===== src/rtl/gsq_params.svh =====
// Purpose: constants for the pin query block
// Assumes: 200 MHz core clock
// Notes: timing counts derive from rates in Hz
`ifndef GSQ_PARAMS_SVH
`define GSQ_PARAMS_SVH
`define GSQ_CLK_HZ 200_000_000
`define GSQ_SAMPLE_HZ 32
`define GSQ_SAMPLE_CYC (`GSQ_CLK_HZ / `GSQ_SAMPLE_HZ)
`define GSQ_PWM_HZ 100
`define GSQ_PWM_STEP_CYC (`GSQ_CLK_HZ / (`GSQ_PWM_HZ * 100))
`define GSQ_CMD_QUERY 8'h23
`define GSQ_REPLY_BIT 8'h40
`define GSQ_PIN_COUNT 5
`define GSQ_DUTY_MAX 8'h64
`define GSQ_DUTY_RST 8'h00
`define GSQ_FUNC_RST 4'h0
`define GSQ_REG_CTRL 4'h0
`define GSQ_REG_PIN_SEL 4'h1
`define GSQ_REG_CFG 4'h2
`define GSQ_REG_LEVELS 4'h3
`define GSQ_FLD_FUNC 3
`define GSQ_LVL_BIT 0
`define GSQ_FALL_BIT 1
`define GSQ_RISE_BIT 2
`endif


===== src/rtl/gsq_pkg.sv =====
// Purpose: types for the pin query block
// Assumes: nothing
// Notes: constants live in gsq_params.svh
package gsq_pkg;
   typedef enum logic [1:0]
   {
      GSQ_IDLE = 2'b00,
      GSQ_HDR = 2'b01,
      GSQ_BODY = 2'b11
   } gsq_state_t;
endpackage


===== src/rtl/gsq_pwm.sv =====
// Purpose: one pulse-width output at 100 Hz
// Assumes: duty already limited to 0..100
// Notes: 0 holds low, 100 holds high
`timescale 1ns/1ps
`include "gsq_params.svh"
module gsq_pwm
#(
   parameter int STEP_CYC = `GSQ_PWM_STEP_CYC
)
(
   input wire logic core_clk_i,
   input wire logic sys_rst_i,
   input wire logic [7:0] duty_i,
   output logic pwm_o
);
   logic [15:0] prescale;
   logic [15:0] next_prescale;
   logic [6:0] phase;
   logic [6:0] next_phase;
   logic next_pwm;

   always_comb
   begin
      next_prescale = prescale + 16'h0001;
      next_phase = phase;
      if (prescale == 16'(STEP_CYC - 1))
      begin
         next_prescale = 16'h0000;
         next_phase = (phase == 7'd99) ? 7'd0 : phase + 7'd1;
      end
      // Compare against phase makes 0 always low and 100 always high
      next_pwm = ({1'b0, phase} < duty_i);
   end

   always_ff @(posedge core_clk_i)
   begin
      if (sys_rst_i)
      begin
         prescale <= 16'h0000;
         phase <= 7'd0;
         pwm_o <= 1'b0;
      end
      else
      begin
         prescale <= next_prescale;
         phase <= next_phase;
         pwm_o <= next_pwm;
      end
   end
endmodule // gsq_pwm


===== src/rtl/gsq_query.sv =====
// Function
// - Indices 0..4 valid, 5..255 reserved
// - Reply byte 0 echoes pin index
// - Byte 1 bit 0 is last sample
// - Byte 1 bit 1 is falling edge
// - Byte 1 bit 2 rising edge, rest zero
// - Pins sampled near 32 Hz, independently
// - Level is real input, not setting
// - Byte 2 returns duty 0..100
// - Byte 3 low bits drive mode
// - Byte 3 bit 3 function select
// - Byte 3 upper bits read zero
// - Reply type is command OR 0x40
// - 0 low, 100 high, between is PWM
//
// Purpose: answer pin-state queries arriving as byte stream on a packet link
// Assumes: framing/checksum removed upstream; pins come from outside the clock domain
// Notes: reply is type, then four payload bytes, one per cycle; reserved index replies zeros after the index byte
//
// Implementation choices: the strobed register port and the address map.
`timescale 1ns/1ps
`include "gsq_params.svh"
module gsq_query
   import gsq_pkg::*;
#(
   parameter int NPIN = `GSQ_PIN_COUNT,
   parameter int SAMPLE_CYC = `GSQ_SAMPLE_CYC
)
(
   input wire logic core_clk_i,
   input wire logic sys_rst_i,
   input wire logic [NPIN-1:0] pin_i,
   input wire logic cmd_valid_i,
   input wire logic [7:0] cmd_type_i,
   input wire logic [7:0] cmd_data_i,
   input wire logic [3:0] reg_addr_i,
   input wire logic [7:0] reg_wdata_i,
   input wire logic reg_wr_i,
   input wire logic reg_rd_i,
   output logic [7:0] reg_rdata_o,
   output logic rsp_valid_o,
   output logic rsp_last_o,
   output logic [7:0] rsp_data_o,
   output logic [NPIN-1:0] pwm_o
);
   ////////////////////////////////////////////////////////////////////////
   // Pin synchroniser and periodic sampling
   logic [NPIN-1:0] pin_meta;
   logic [NPIN-1:0] pin_sync;
   logic [NPIN-1:0] level;
   logic [NPIN-1:0] next_level;
   logic [NPIN-1:0] rise;
   logic [NPIN-1:0] next_rise;
   logic [NPIN-1:0] fall;
   logic [NPIN-1:0] next_fall;
   logic [31:0] tick_cnt;
   logic [31:0] next_tick_cnt;
   logic tick;

   ////////////////////////////////////////////////////////////////////////
   // Settings registers and query state
   logic [7:0] duty [NPIN];
   logic [7:0] next_duty [NPIN];
   logic [3:0] func_drive [NPIN];
   logic [3:0] next_func_drive [NPIN];
   logic [7:0] pin_sel;
   logic [7:0] next_pin_sel;
   gsq_state_t state;
   gsq_state_t next_state;
   logic [7:0] q_type;
   logic [7:0] next_q_type;
   logic [7:0] q_idx;
   logic [7:0] next_q_idx;
   logic [1:0] byte_cnt;
   logic [1:0] next_byte_cnt;
   logic next_rsp_valid;
   logic next_rsp_last;
   logic [7:0] next_rsp_data;
   logic [7:0] next_reg_rdata;
   logic clr_req;

   function automatic logic idx_ok(input logic [7:0] idx);
      idx_ok = (idx < 8'(NPIN));
   endfunction

   function automatic logic [7:0] sat_duty(input logic [7:0] d);
      sat_duty = (d > `GSQ_DUTY_MAX) ? `GSQ_DUTY_MAX : d;
   endfunction

   assign tick = (tick_cnt == 32'(SAMPLE_CYC - 1));

   // Clear strobe for the queried pin, issued as the status byte leaves
   assign clr_req = (state == GSQ_BODY) && (byte_cnt == 2'd1) && idx_ok(q_idx);

   always_comb
   begin
      next_tick_cnt = tick ? 32'h0000_0000 : tick_cnt + 32'h0000_0001;
      next_level = level;
      next_rise = rise;
      next_fall = fall;
      for (int i = 0; i < NPIN; i++)
      begin
         if (clr_req && (q_idx[2:0] == 3'(i)))
         begin
            next_rise[i] = 1'b0;
            next_fall[i] = 1'b0;
         end
         if (tick)
         begin
            // Sample the real pin, not the driven value
            next_level[i] = pin_sync[i];
            // A new edge wins over a clear in the same cycle
            if (pin_sync[i] && !level[i])
            begin
               next_rise[i] = 1'b1;
            end
            if (!pin_sync[i] && level[i])
            begin
               next_fall[i] = 1'b1;
            end
         end
      end
   end

   always_ff @(posedge core_clk_i)
   begin
      if (sys_rst_i)
      begin
         pin_meta <= '0;
         pin_sync <= '0;
         level <= '0;
         rise <= '0;
         fall <= '0;
         tick_cnt <= 32'h0000_0000;
      end
      else
      begin
         pin_meta <= pin_i;
         pin_sync <= pin_meta;
         level <= next_level;
         rise <= next_rise;
         fall <= next_fall;
         tick_cnt <= next_tick_cnt;
      end
   end

   ////////////////////////////////////////////////////////////////////////
   // Register port: select a pin, then write its duty and function/drive
   always_comb
   begin
      next_pin_sel = pin_sel;
      next_reg_rdata = 8'h00;
      for (int i = 0; i < NPIN; i++)
      begin
         next_duty[i] = duty[i];
         next_func_drive[i] = func_drive[i];
      end
      if (reg_wr_i)
      begin
         unique case (reg_addr_i)
            `GSQ_REG_PIN_SEL:
            begin
               next_pin_sel = reg_wdata_i;
            end
            `GSQ_REG_CTRL:
            begin
               if (idx_ok(pin_sel))
               begin
                  next_duty[pin_sel[2:0]] = sat_duty(reg_wdata_i);
               end
            end
            `GSQ_REG_CFG:
            begin
               if (idx_ok(pin_sel))
               begin
                  next_func_drive[pin_sel[2:0]] = reg_wdata_i[3:0];
               end
            end
            default:
            begin
            end
         endcase
      end
      if (reg_rd_i)
      begin
         unique case (reg_addr_i)
            `GSQ_REG_PIN_SEL: next_reg_rdata = pin_sel;
            `GSQ_REG_CTRL: next_reg_rdata = idx_ok(pin_sel) ? duty[pin_sel[2:0]] : 8'h00;
            `GSQ_REG_CFG: next_reg_rdata = idx_ok(pin_sel) ? {4'h0, func_drive[pin_sel[2:0]]} : 8'h00;
            `GSQ_REG_LEVELS: next_reg_rdata = 8'(level);
            default: next_reg_rdata = 8'h00;
         endcase
      end
   end

   always_ff @(posedge core_clk_i)
   begin
      if (sys_rst_i)
      begin
         pin_sel <= 8'h00;
         reg_rdata_o <= 8'h00;
         for (int i = 0; i < NPIN; i++)
         begin
            duty[i] <= `GSQ_DUTY_RST;
            func_drive[i] <= `GSQ_FUNC_RST;
         end
      end
      else
      begin
         pin_sel <= next_pin_sel;
         reg_rdata_o <= next_reg_rdata;
         for (int i = 0; i < NPIN; i++)
         begin
            duty[i] <= next_duty[i];
            func_drive[i] <= next_func_drive[i];
         end
      end
   end

   ////////////////////////////////////////////////////////////////////////
   // Query decode and reply sequencing
   always_comb
   begin
      next_state = state;
      next_q_type = q_type;
      next_q_idx = q_idx;
      next_byte_cnt = byte_cnt;
      next_rsp_valid = 1'b0;
      next_rsp_last = 1'b0;
      next_rsp_data = 8'h00;
      unique case (state)
         GSQ_IDLE:
         begin
            // Other command codes belong to other blocks and are ignored
            if (cmd_valid_i && (cmd_type_i == `GSQ_CMD_QUERY))
            begin
               next_q_type = cmd_type_i;
               next_q_idx = cmd_data_i;
               next_state = GSQ_HDR;
            end
         end
         GSQ_HDR:
         begin
            next_rsp_valid = 1'b1;
            next_rsp_data = q_type | `GSQ_REPLY_BIT;
            next_byte_cnt = 2'd0;
            next_state = GSQ_BODY;
         end
         GSQ_BODY:
         begin
            next_rsp_valid = 1'b1;
            next_byte_cnt = byte_cnt + 2'd1;
            unique case (byte_cnt)
               2'd0: next_rsp_data = q_idx;
               2'd1:
               begin
                  if (idx_ok(q_idx))
                  begin
                     // Upper bits reserved, returned as zero
                     next_rsp_data = {5'b0_0000, rise[q_idx[2:0]], fall[q_idx[2:0]], level[q_idx[2:0]]};
                  end
               end
               2'd2:
               begin
                  if (idx_ok(q_idx))
                  begin
                     next_rsp_data = duty[q_idx[2:0]];
                  end
               end
               2'd3:
               begin
                  next_rsp_last = 1'b1;
                  next_state = GSQ_IDLE;
                  if (idx_ok(q_idx))
                  begin
                     next_rsp_data = {4'h0, func_drive[q_idx[2:0]]};
                  end
               end
            endcase
         end
         default:
         begin
            next_state = GSQ_IDLE;
         end
      endcase
   end

   always_ff @(posedge core_clk_i)
   begin
      if (sys_rst_i)
      begin
         state <= GSQ_IDLE;
         q_type <= 8'h00;
         q_idx <= 8'h00;
         byte_cnt <= 2'd0;
         rsp_valid_o <= 1'b0;
         rsp_last_o <= 1'b0;
         rsp_data_o <= 8'h00;
      end
      else
      begin
         state <= next_state;
         q_type <= next_q_type;
         q_idx <= next_q_idx;
         byte_cnt <= next_byte_cnt;
         rsp_valid_o <= next_rsp_valid;
         rsp_last_o <= next_rsp_last;
         rsp_data_o <= next_rsp_data;
      end
   end

   ////////////////////////////////////////////////////////////////////////
   // Pulse-width outputs, one per pin
   for (genvar g = 0; g < NPIN; g++)
   begin : g_pwm
      gsq_pwm u_pwm
      (
         .core_clk_i(core_clk_i),
         .sys_rst_i(sys_rst_i),
         .duty_i(duty[g]),
         .pwm_o(pwm_o[g])
      );
   end
endmodule // gsq_query


===== config.mk =====
export PLATFORM = sky130hd
export DESIGN_NAME = gsq_query
export DESIGN_NICKNAME = d
export VERILOG_FILES = /design/src/rtl/gsq_pkg.sv /design/src/rtl/gsq_pwm.sv /design/src/rtl/gsq_query.sv
export VERILOG_INCLUDE_DIRS = /design/src /design/src/rtl
export SDC_FILE = /design/constraint.sdc
export NUM_CORES = 1
export LEC_CHECK = 0
export BUFFER_PORTS_ARGS = -buffer_cell sky130_fd_sc_hd__buf_4
export CORE_MARGIN = 2
export CORE_UTILIZATION = 50
export CTS_BUF_LIST = sky130_fd_sc_hd__clkbuf_4 sky130_fd_sc_hd__clkbuf_8 sky130_fd_sc_hd__clkbuf_16
export CTS_CLUSTER_DIAMETER = 120
export DETAILED_ROUTE_END_ITERATION = 8
export HOLD_SLACK_MARGIN = 0.15
export PLACE_DENSITY = 0.72
export SLEW_MARGIN = 10
export SYNTH_ARGS = -nofsm -noshare
export SYNTH_HDL_FRONTEND = slang
export SYNTH_HIERARCHICAL = 1
export SYNTH_SLANG_ARGS = --single-unit

===== constraint.sdc =====
create_clock -name core_clk_i -period 2.1 [get_ports core_clk_i]
set_input_delay 0.525 -clock core_clk_i [delete_from_list [all_inputs] [get_ports core_clk_i]]
set_output_delay 0.525 -clock core_clk_i [all_outputs]
set_load 0.1 [all_outputs]

==> summary.md, run 1 <==
| Metric | Value |
|---|---|
| Die Footprint | `29700 um^2` |
| Total GRT Usage | `21.5%` |
| CP most frequent cell | `buf_4` |
| Area growth, synth to finish | `15.1%` |
| Area of the multi-input gates | `7760 um^2` |
| Die height | `172 um` |
| Cts bufs inserted | `31` |
| Core box area | `27900 um^2` |
| Max FO, Critical Path | `5` |
| Pin count of the biggest net entering global routing | `51` |
| Drt via density | `5.68` |
| Max cap viols | `0` |
| Bufs on Longest Clock Path | `3` |
| Worst-path clk slew | `0.06 ns` |
| Clk_skew | `0.0137 ns` |
| Vias | `11600` |
| Initial core utilization | `50.8%` |
| Root Driver | `clkbuf_16` |
| Critical path capture point type | `flop` |
| Setup bufs post-CTS | `0` |
| H-Tree Depth | `1` |
| Unrepaired setup endpoints after global routing | `false` |
| Routability cong. | `0.900` |
| Remaining global-route overflow | `0` |
| Post-synthesis sequential area ratio | `40.7%` |
| Routed WL per cell | `15.9 um` |
| Final period util | `91.2%` |
| Post-Syn Nets | `1669` |
| Share of layout cells above drive strength 1 | `14.5%` |
| Setup-failing EPs final | `0` |
| Seq. cell area | `5770 um^2` |
| Final min period | `1.92 ns` |
| Max Slew Vio Count | `0` |
| # DRC | `0` |
| DRT Wirelength | `32400 um` |
| Commonest non-fill, non-tap cell in the layout | `dfxtp_1` |
| Fin area | `16300 um^2` |
| Number of synthesized flops with an enable pin | `0` |
| Minimum hold slack | `0.170 ns` |
| Post-route ant nets | `0` |
| Area after DPL | `15100 um^2` |
| CTS tree | `yes` |
| Top_reg_cell synth | `dfxtp_1` |
| Clk sinks | `288` |
| Initial antenna violation count | `0` |
| Cell area after synthesis | `14200 um^2` |
| Syn avg cell area | `8.92 um^2` |
| Critical Path RT | `2.58 ns` |
| HPWL after DPL | `23000 um` |
| Number of port buffers | `60` |
| Hold/Removal Path Class | `in -> reg` |
| # fillers | `2413` |
| Skew-Pair Late Insertion Delay | `0.57 ns` |
| Slew headroom | `61.9%` |
| Setup TNS | `0 ns` |
| Vias in the first global route | `10600` |
| Die X | `172 um` |
| F_max | `522 MHz` |
| Setup Crit Path Kind | `reg -> reg` |
| First-pass GRT wire length | `52600 um` |
| Asr flop ratio synth | `0%` |
| Crit-path slowest cell | `dfxtp_1` |
| Drt first pass iters | `7` |
| Pleak | `0.00561 uW` |
| Critical path, cell by cell | `nor4_4 > buf_4 > buf_4 > nand3b_1 > nor2_1 > a22oi_1 > a31oi_1` |
| CP startpoint kind | `flop` |
| Layout Nets | `1726` |
| First-iteration detailed-routing DRC count | `840` |
| Post-synthesis cell type count | `63` |
| Least-Margin Pin Slew | `0.567 ns` |
| Yosys warning total | `6` |
| Worst VDD drop | `605 uV` |
| Final hold violation count | `0` |
| Syn Inst Count | `1586` |
| Status | `complete, no violations` |
| # diodes | `0` |
| Commonest non-fill, non-tap cells in the layout | `288 x dfxtp_1, 200 x nor2_1, 117 x nand2_1` |
| CP arrival | `2.39 ns` |
| Cell Pwr Density | `738 nW/um^2` |
| #FFs+latches synth | `288` |
| Max incr delay on CP | `0.37 ns` |
| I/O pin count | `61` |
| Row Count | `61` |
report_power, final:
group	leakage, uW	switching, uW	internal (uW)
Clock	0.000572	2250	3820
Combinational	0.00271	230	160
Sequential	0.00233	45.1	5510
worst paths after layout:
kind | start | endpoint | slack, ns | cells after the start
max reg2reg | pin_sel[7]$_SDFFE_PP0P_ | reg_rdata_o[2]$_SDFF_PP0_ | 0.18 | 7
max | pin_sel[7]$_SDFFE_PP0P_ | reg_rdata_o[2]$_SDFF_PP0_ | 0.18 | 7
min | pin_i[2] | pin_meta[2]$_SDFF_PP0_ | 0.17 | 2
min reg2reg | pin_meta[2]$_SDFF_PP0_ | pin_sync[2]$_SDFF_PP0_ | 0.44 | 1
sequential cells by signal, summed over array words and instances (netlist names), 20 cells and up, named ones only:
signal and cells:
tick_cnt 32, g_pwm.u_pwm/prescale 80, duty 40, func_drive 20, g_pwm.u_pwm/phase 35
metrics by stage:
step	util, %	setup WS (ns)	std cells	total power, uW
5_1_grt	58.5	0.00928	2043	12400
3_5_place_dp	54.3	-0.0163	1987	6060
2_1_floorplan	-	0.121	1586	5880
4_1_cts	58.5	0.156	2043	12100
6_report	58.5	0.184	2043	12000
3_3_place_gp	54.3	0.0245	1987	6050
what timing repair did:
| item | 4_1_cts | 5_1_grt |
|---|---|---|
| gates resized for setup | 0 | 0 |
| hold buffers | 1 | 0 |
| endpoints found under the hold margin | 1 | 0 |
routing by layer:
| layer | GRT usage, % | part of all wire, % | vias to the layer above |
|---|---|---|---|
| li1 | - | - | 5716 |
| met3 | 3.07 | 5.9 | 60 |
| met1 | 29.7 | 46 | 5502 |
| met5 | 0 | 0 | - |
| met2 | 35.2 | 45 | 325 |
| met4 | 6.58 | 2.9 | 0 |
area by class of cell:
cell class | count | area share (%)
Clock inverter | 14 | 1.61
Multi-Input combinational cell | 1140 | 47.6
Tap cell | 378 | 2.90
Sequential cell | 288 | 35.4
Inverter | 70 | 1.61
Clock buffer | 41 | 5.45
Timing Repair Buffer | 112 | 5.41
worst max-delay path, delay by kind of cell (launching register included):
kind            cells  cell delay [ns]
compound gates      2             0.42
flops               1             0.37
buf+inv             2             0.32
simple gates        3             0.70
cells in the mapped netlist (all sizes together) (3+ instances only):
master	number	share of area (%)
dfxtp	288	41
nor2	200	5.3
nand2	117	3.1
a21oi	82	2.9
mux2i	71	5.0
inv	70	1.9
nand3	70	2.5
xnor2	57	3.5
nand4	56	2.7
o21ai	55	1.9
clkbuf	53	1.4
ha	45	4.0
xor2	38	2.4
buf	35	1.2
nor3	32	1.3
nand2b	26	1.1
mux4	22	3.5
nor4	21	1.3
nor2b	19	0.84
and3	18	0.80
and4	16	1.0
or4	16	0.85
or2	15	0.66
or4b	15	1.1
nor4b	14	1.5
a31oi	12	0.53
nor3b	12	0.71
or3	10	0.44
or3b	10	0.62
o22ai	9	0.40
a22oi	8	0.42
a221oi	6	0.37
and2	6	0.27
and3b	6	0.37
nand3b	6	0.32
nor4bb	6	0.42
a2111oi	5	0.31
a32oi	5	0.31
and4b	5	0.35
o21a	5	0.27
o31ai	5	0.27
or2b	5	0.27
mux2	3	0.24
logic make-up (layout without fill, tap and decap cells):
kind of cell,Yosys count,count (layout),share of synthesized area (%)
AO/OA/AOI/OAI,201,201,8.25
XOR/XNOR,95,95,5.88
adder cells (fa/ha/maj),45,45,3.98
buffers and inverters,158,237,4.52
flip-flops,288,288,40.7
multiplexers,96,96,8.76
AND/OR/NAND/NOR,703,703,27.9
Power figures use the tool's default switching activity.
==> run 2, diff against run 1 <==
CORE_ASPECT_RATIO = 0.8   (was default)
CORE_MARGIN = 3   (was 2)
==> run 2 against run 1 <==
First-iteration DRC count shrank 8.8%. Critical endpoint is now reg_rdata_o[0]$_SDFF_PP0_. Routed wire length rose by 1.6%. Non-clock buffer count unchanged. Sequential cell count unchanged. Clock-buffer cell count is 1 lower. Sequential share of layout area up 0.30 points. Critical path type unchanged. Die area grew 2.4%.
==> summary.md, run 2 (synthesis gave the netlist of run 1 again) <==
| Metric | Value |
|---|---|
| Status | `complete, no violations` |
| Cts bufs inserted | `29` |
| Die X | `194 um` |
| Commonest non-fill, non-tap cells in the layout | `288 x dfxtp_1, 200 x nor2_1, 117 x nand2_1` |
| # DRC | `0` |
| DRT Wirelength | `32900 um` |
| Max cap viols | `0` |
| Area growth, synth to finish | `14.1%` |
| Initial antenna violation count | `1` |
| Bufs on Longest Clock Path | `3` |
| Vias in the first global route | `10900` |
| Hold/Removal Path Class | `in -> reg` |
| Die height | `156 um` |
| Biggest register | `g_pwm.u_pwm/prescale` |
| Share of layout cells above drive strength 1 | `14.5%` |
| Worst VDD drop | `651 uV` |
| Remaining global-route overflow | `0` |
| Crit-path slowest cell | `dfxtp_1` |
| Met3 Track Usage GR | `3.25%` |
| Row Count | `54` |
| Root Driver | `clkbuf_16` |
| First-pass GRT wire length | `54300 um` |
| Cell Pwr Density | `696 nW/um^2` |
| Die Footprint | `30400 um^2` |
| Critical path, cell by cell | `nor4_2 > buf_4 > nand2b_1 > buf_4 > nor2_1 > a22oi_1 > a31oi_1` |
| Largest regs | `g_pwm.u_pwm/prescale: 80 flops, duty: 40 flops, g_pwm.u_pwm/phase: 35 flops` |
| Least-Margin Pin Slew | `0.552 ns` |
| Routed WL per cell | `16.3 um` |
| Setup Crit Path Kind | `reg -> reg` |
| Critical path capture point type | `flop` |
| Pin count of the biggest net entering global routing | `58` |
| Met1 usage | `30.5%` |
| Total GRT Usage | `20.9%` |
| Final period util | `93.0%` |
| Max Slew Vio Count | `0` |
| Drt via density | `5.72` |
| HPWL after DPL | `23700 um` |
| H-Tree Depth | `1` |
| Initial core utilization | `51.3%` |
| Worst-path clk slew | `0.06 ns` |
| Max FO, Critical Path | `6` |
| Busiest grt layer | `met2` |
| Pleak | `0.00555 uW` |
| Clk sinks | `288` |
| CP most frequent cell | `buf_4` |
| Grt met2 use | `32.6%` |
| Critical Path RT | `2.59 ns` |
| CTS tree | `yes` |
| Non-filler cells, final | `2026` |
| Routability cong. | `0.921` |
| Max FFs per register | `80` |
| Vias | `11600` |
| CP startpoint kind | `flop` |
| F_max | `512 MHz` |
| Drt first pass iters | `6` |
| Clk_skew | `0.0275 ns` |
| CP arrival | `2.44 ns` |
| Unrepaired setup endpoints after global routing | `false` |
| Dpl cells | `1974` |
| Core box area | `27600 um^2` |
| Final min period | `1.95 ns` |
| Max incr delay on CP | `0.33 ns` |
| Slew headroom | `63.2%` |
| Layout Nets | `1724` |
| Setup TNS | `0 ns` |
| I/O pin count | `61` |
| Final hold violation count | `0` |
| Skew-Pair Late Insertion Delay | `0.57 ns` |
| Commonest non-fill, non-tap cell in the layout | `dfxtp_1` |
| Number of port buffers | `60` |
| Post-route ant nets | `0` |
| First-iteration detailed-routing DRC count | `766` |
| Setup-failing EPs final | `0` |
run 2: changes by cell type in the layout (fill, tap and decap cells not counted), sizes merged:
cell,previous run,this run
diode,0,1
clkinv,5,7
clkbuf,41,40
bufinv,7,3
buf,111,112
clkinvlp,1,0
dlygate4sd3,1,0
run 2: metal layers:
layer | wire (um) | vias up
li1 | - | 5734
met1 | 16000 | 5482
met2 | 14200 | 304
met3 | 1930 | 65
met4 | 854 | 0
met5 | 0 | -
run 2: stage by stage:
step	setup WS (ns)	instance area [um^2]	hold slack [ns]	utilization (%)	total power, uW
after floorplan	0.121	14200	0.414	-	5880
after global routing	0.0266	16200	0.177	58.6	11600
after detailed placement	-0.0581	15100	0.435	54.9	6050
after CTS	0.181	16100	0.152	58.5	11400
final	0.147	16200	0.175	58.6	11200
after global placement	-0.00803	15100	0.436	54.9	6040
run 2: critical path, delay by kind of cell, from the launching register on:
| family | cells | cell delay, ns |
|---|---|---|
| AOI/OAI and AO/OA | 2 | 0.39 |
| buffers and inverters | 2 | 0.38 |
| DFF | 1 | 0.33 |
| and+or+nand+nor | 3 | 0.77 |
run 2: worst paths after layout:
path / from / endpoint / slack, ns / cells past startpoint
worst max-delay path: pin_sel[3]$_SDFFE_PP0P_ / reg_rdata_o[0]$_SDFF_PP0_ / 0.15 / 7
worst min-delay path: pin_i[3] / pin_meta[3]$_SDFF_PP0_ / 0.17 / 2
worst max register to register: pin_sel[3]$_SDFFE_PP0P_ / reg_rdata_o[0]$_SDFF_PP0_ / 0.15 / 7
worst min register to register: g_pwm[0].u_pwm/prescale[0]$_SDFF_PP0_ / g_pwm[0].u_pwm/prescale[0]$_SDFF_PP0_ / 0.45 / 1
run 2: power by group:
group          leakage, uW  total, uW  internal (uW)  switching [uW]
combinational      0.00272        383            156             227
clock             0.000503       5310           3180            2130
sequential         0.00233       5550           5510            44.8
total              0.00555      11200           8840            2400
run 2: cell type report:
cell class | count | area, um^2
diodes | 1 | 2.50
clock buffers | 40 | 846
clock inverters | 11 | 145
fillers | 2435 | 11400
inverters | 70 | 263
multi-input cells | 1140 | 7770
flip-flops and latches | 288 | 5770
well taps | 364 | 455
repair buffers | 112 | 903
run 2: repair_timing:
action,in CTS,in global routing
hold buffers,0,0
resized for setup,0,3
endpoints found under the hold margin,0,0
endpoints found under the setup margin,0,2
setup buffers,0,0
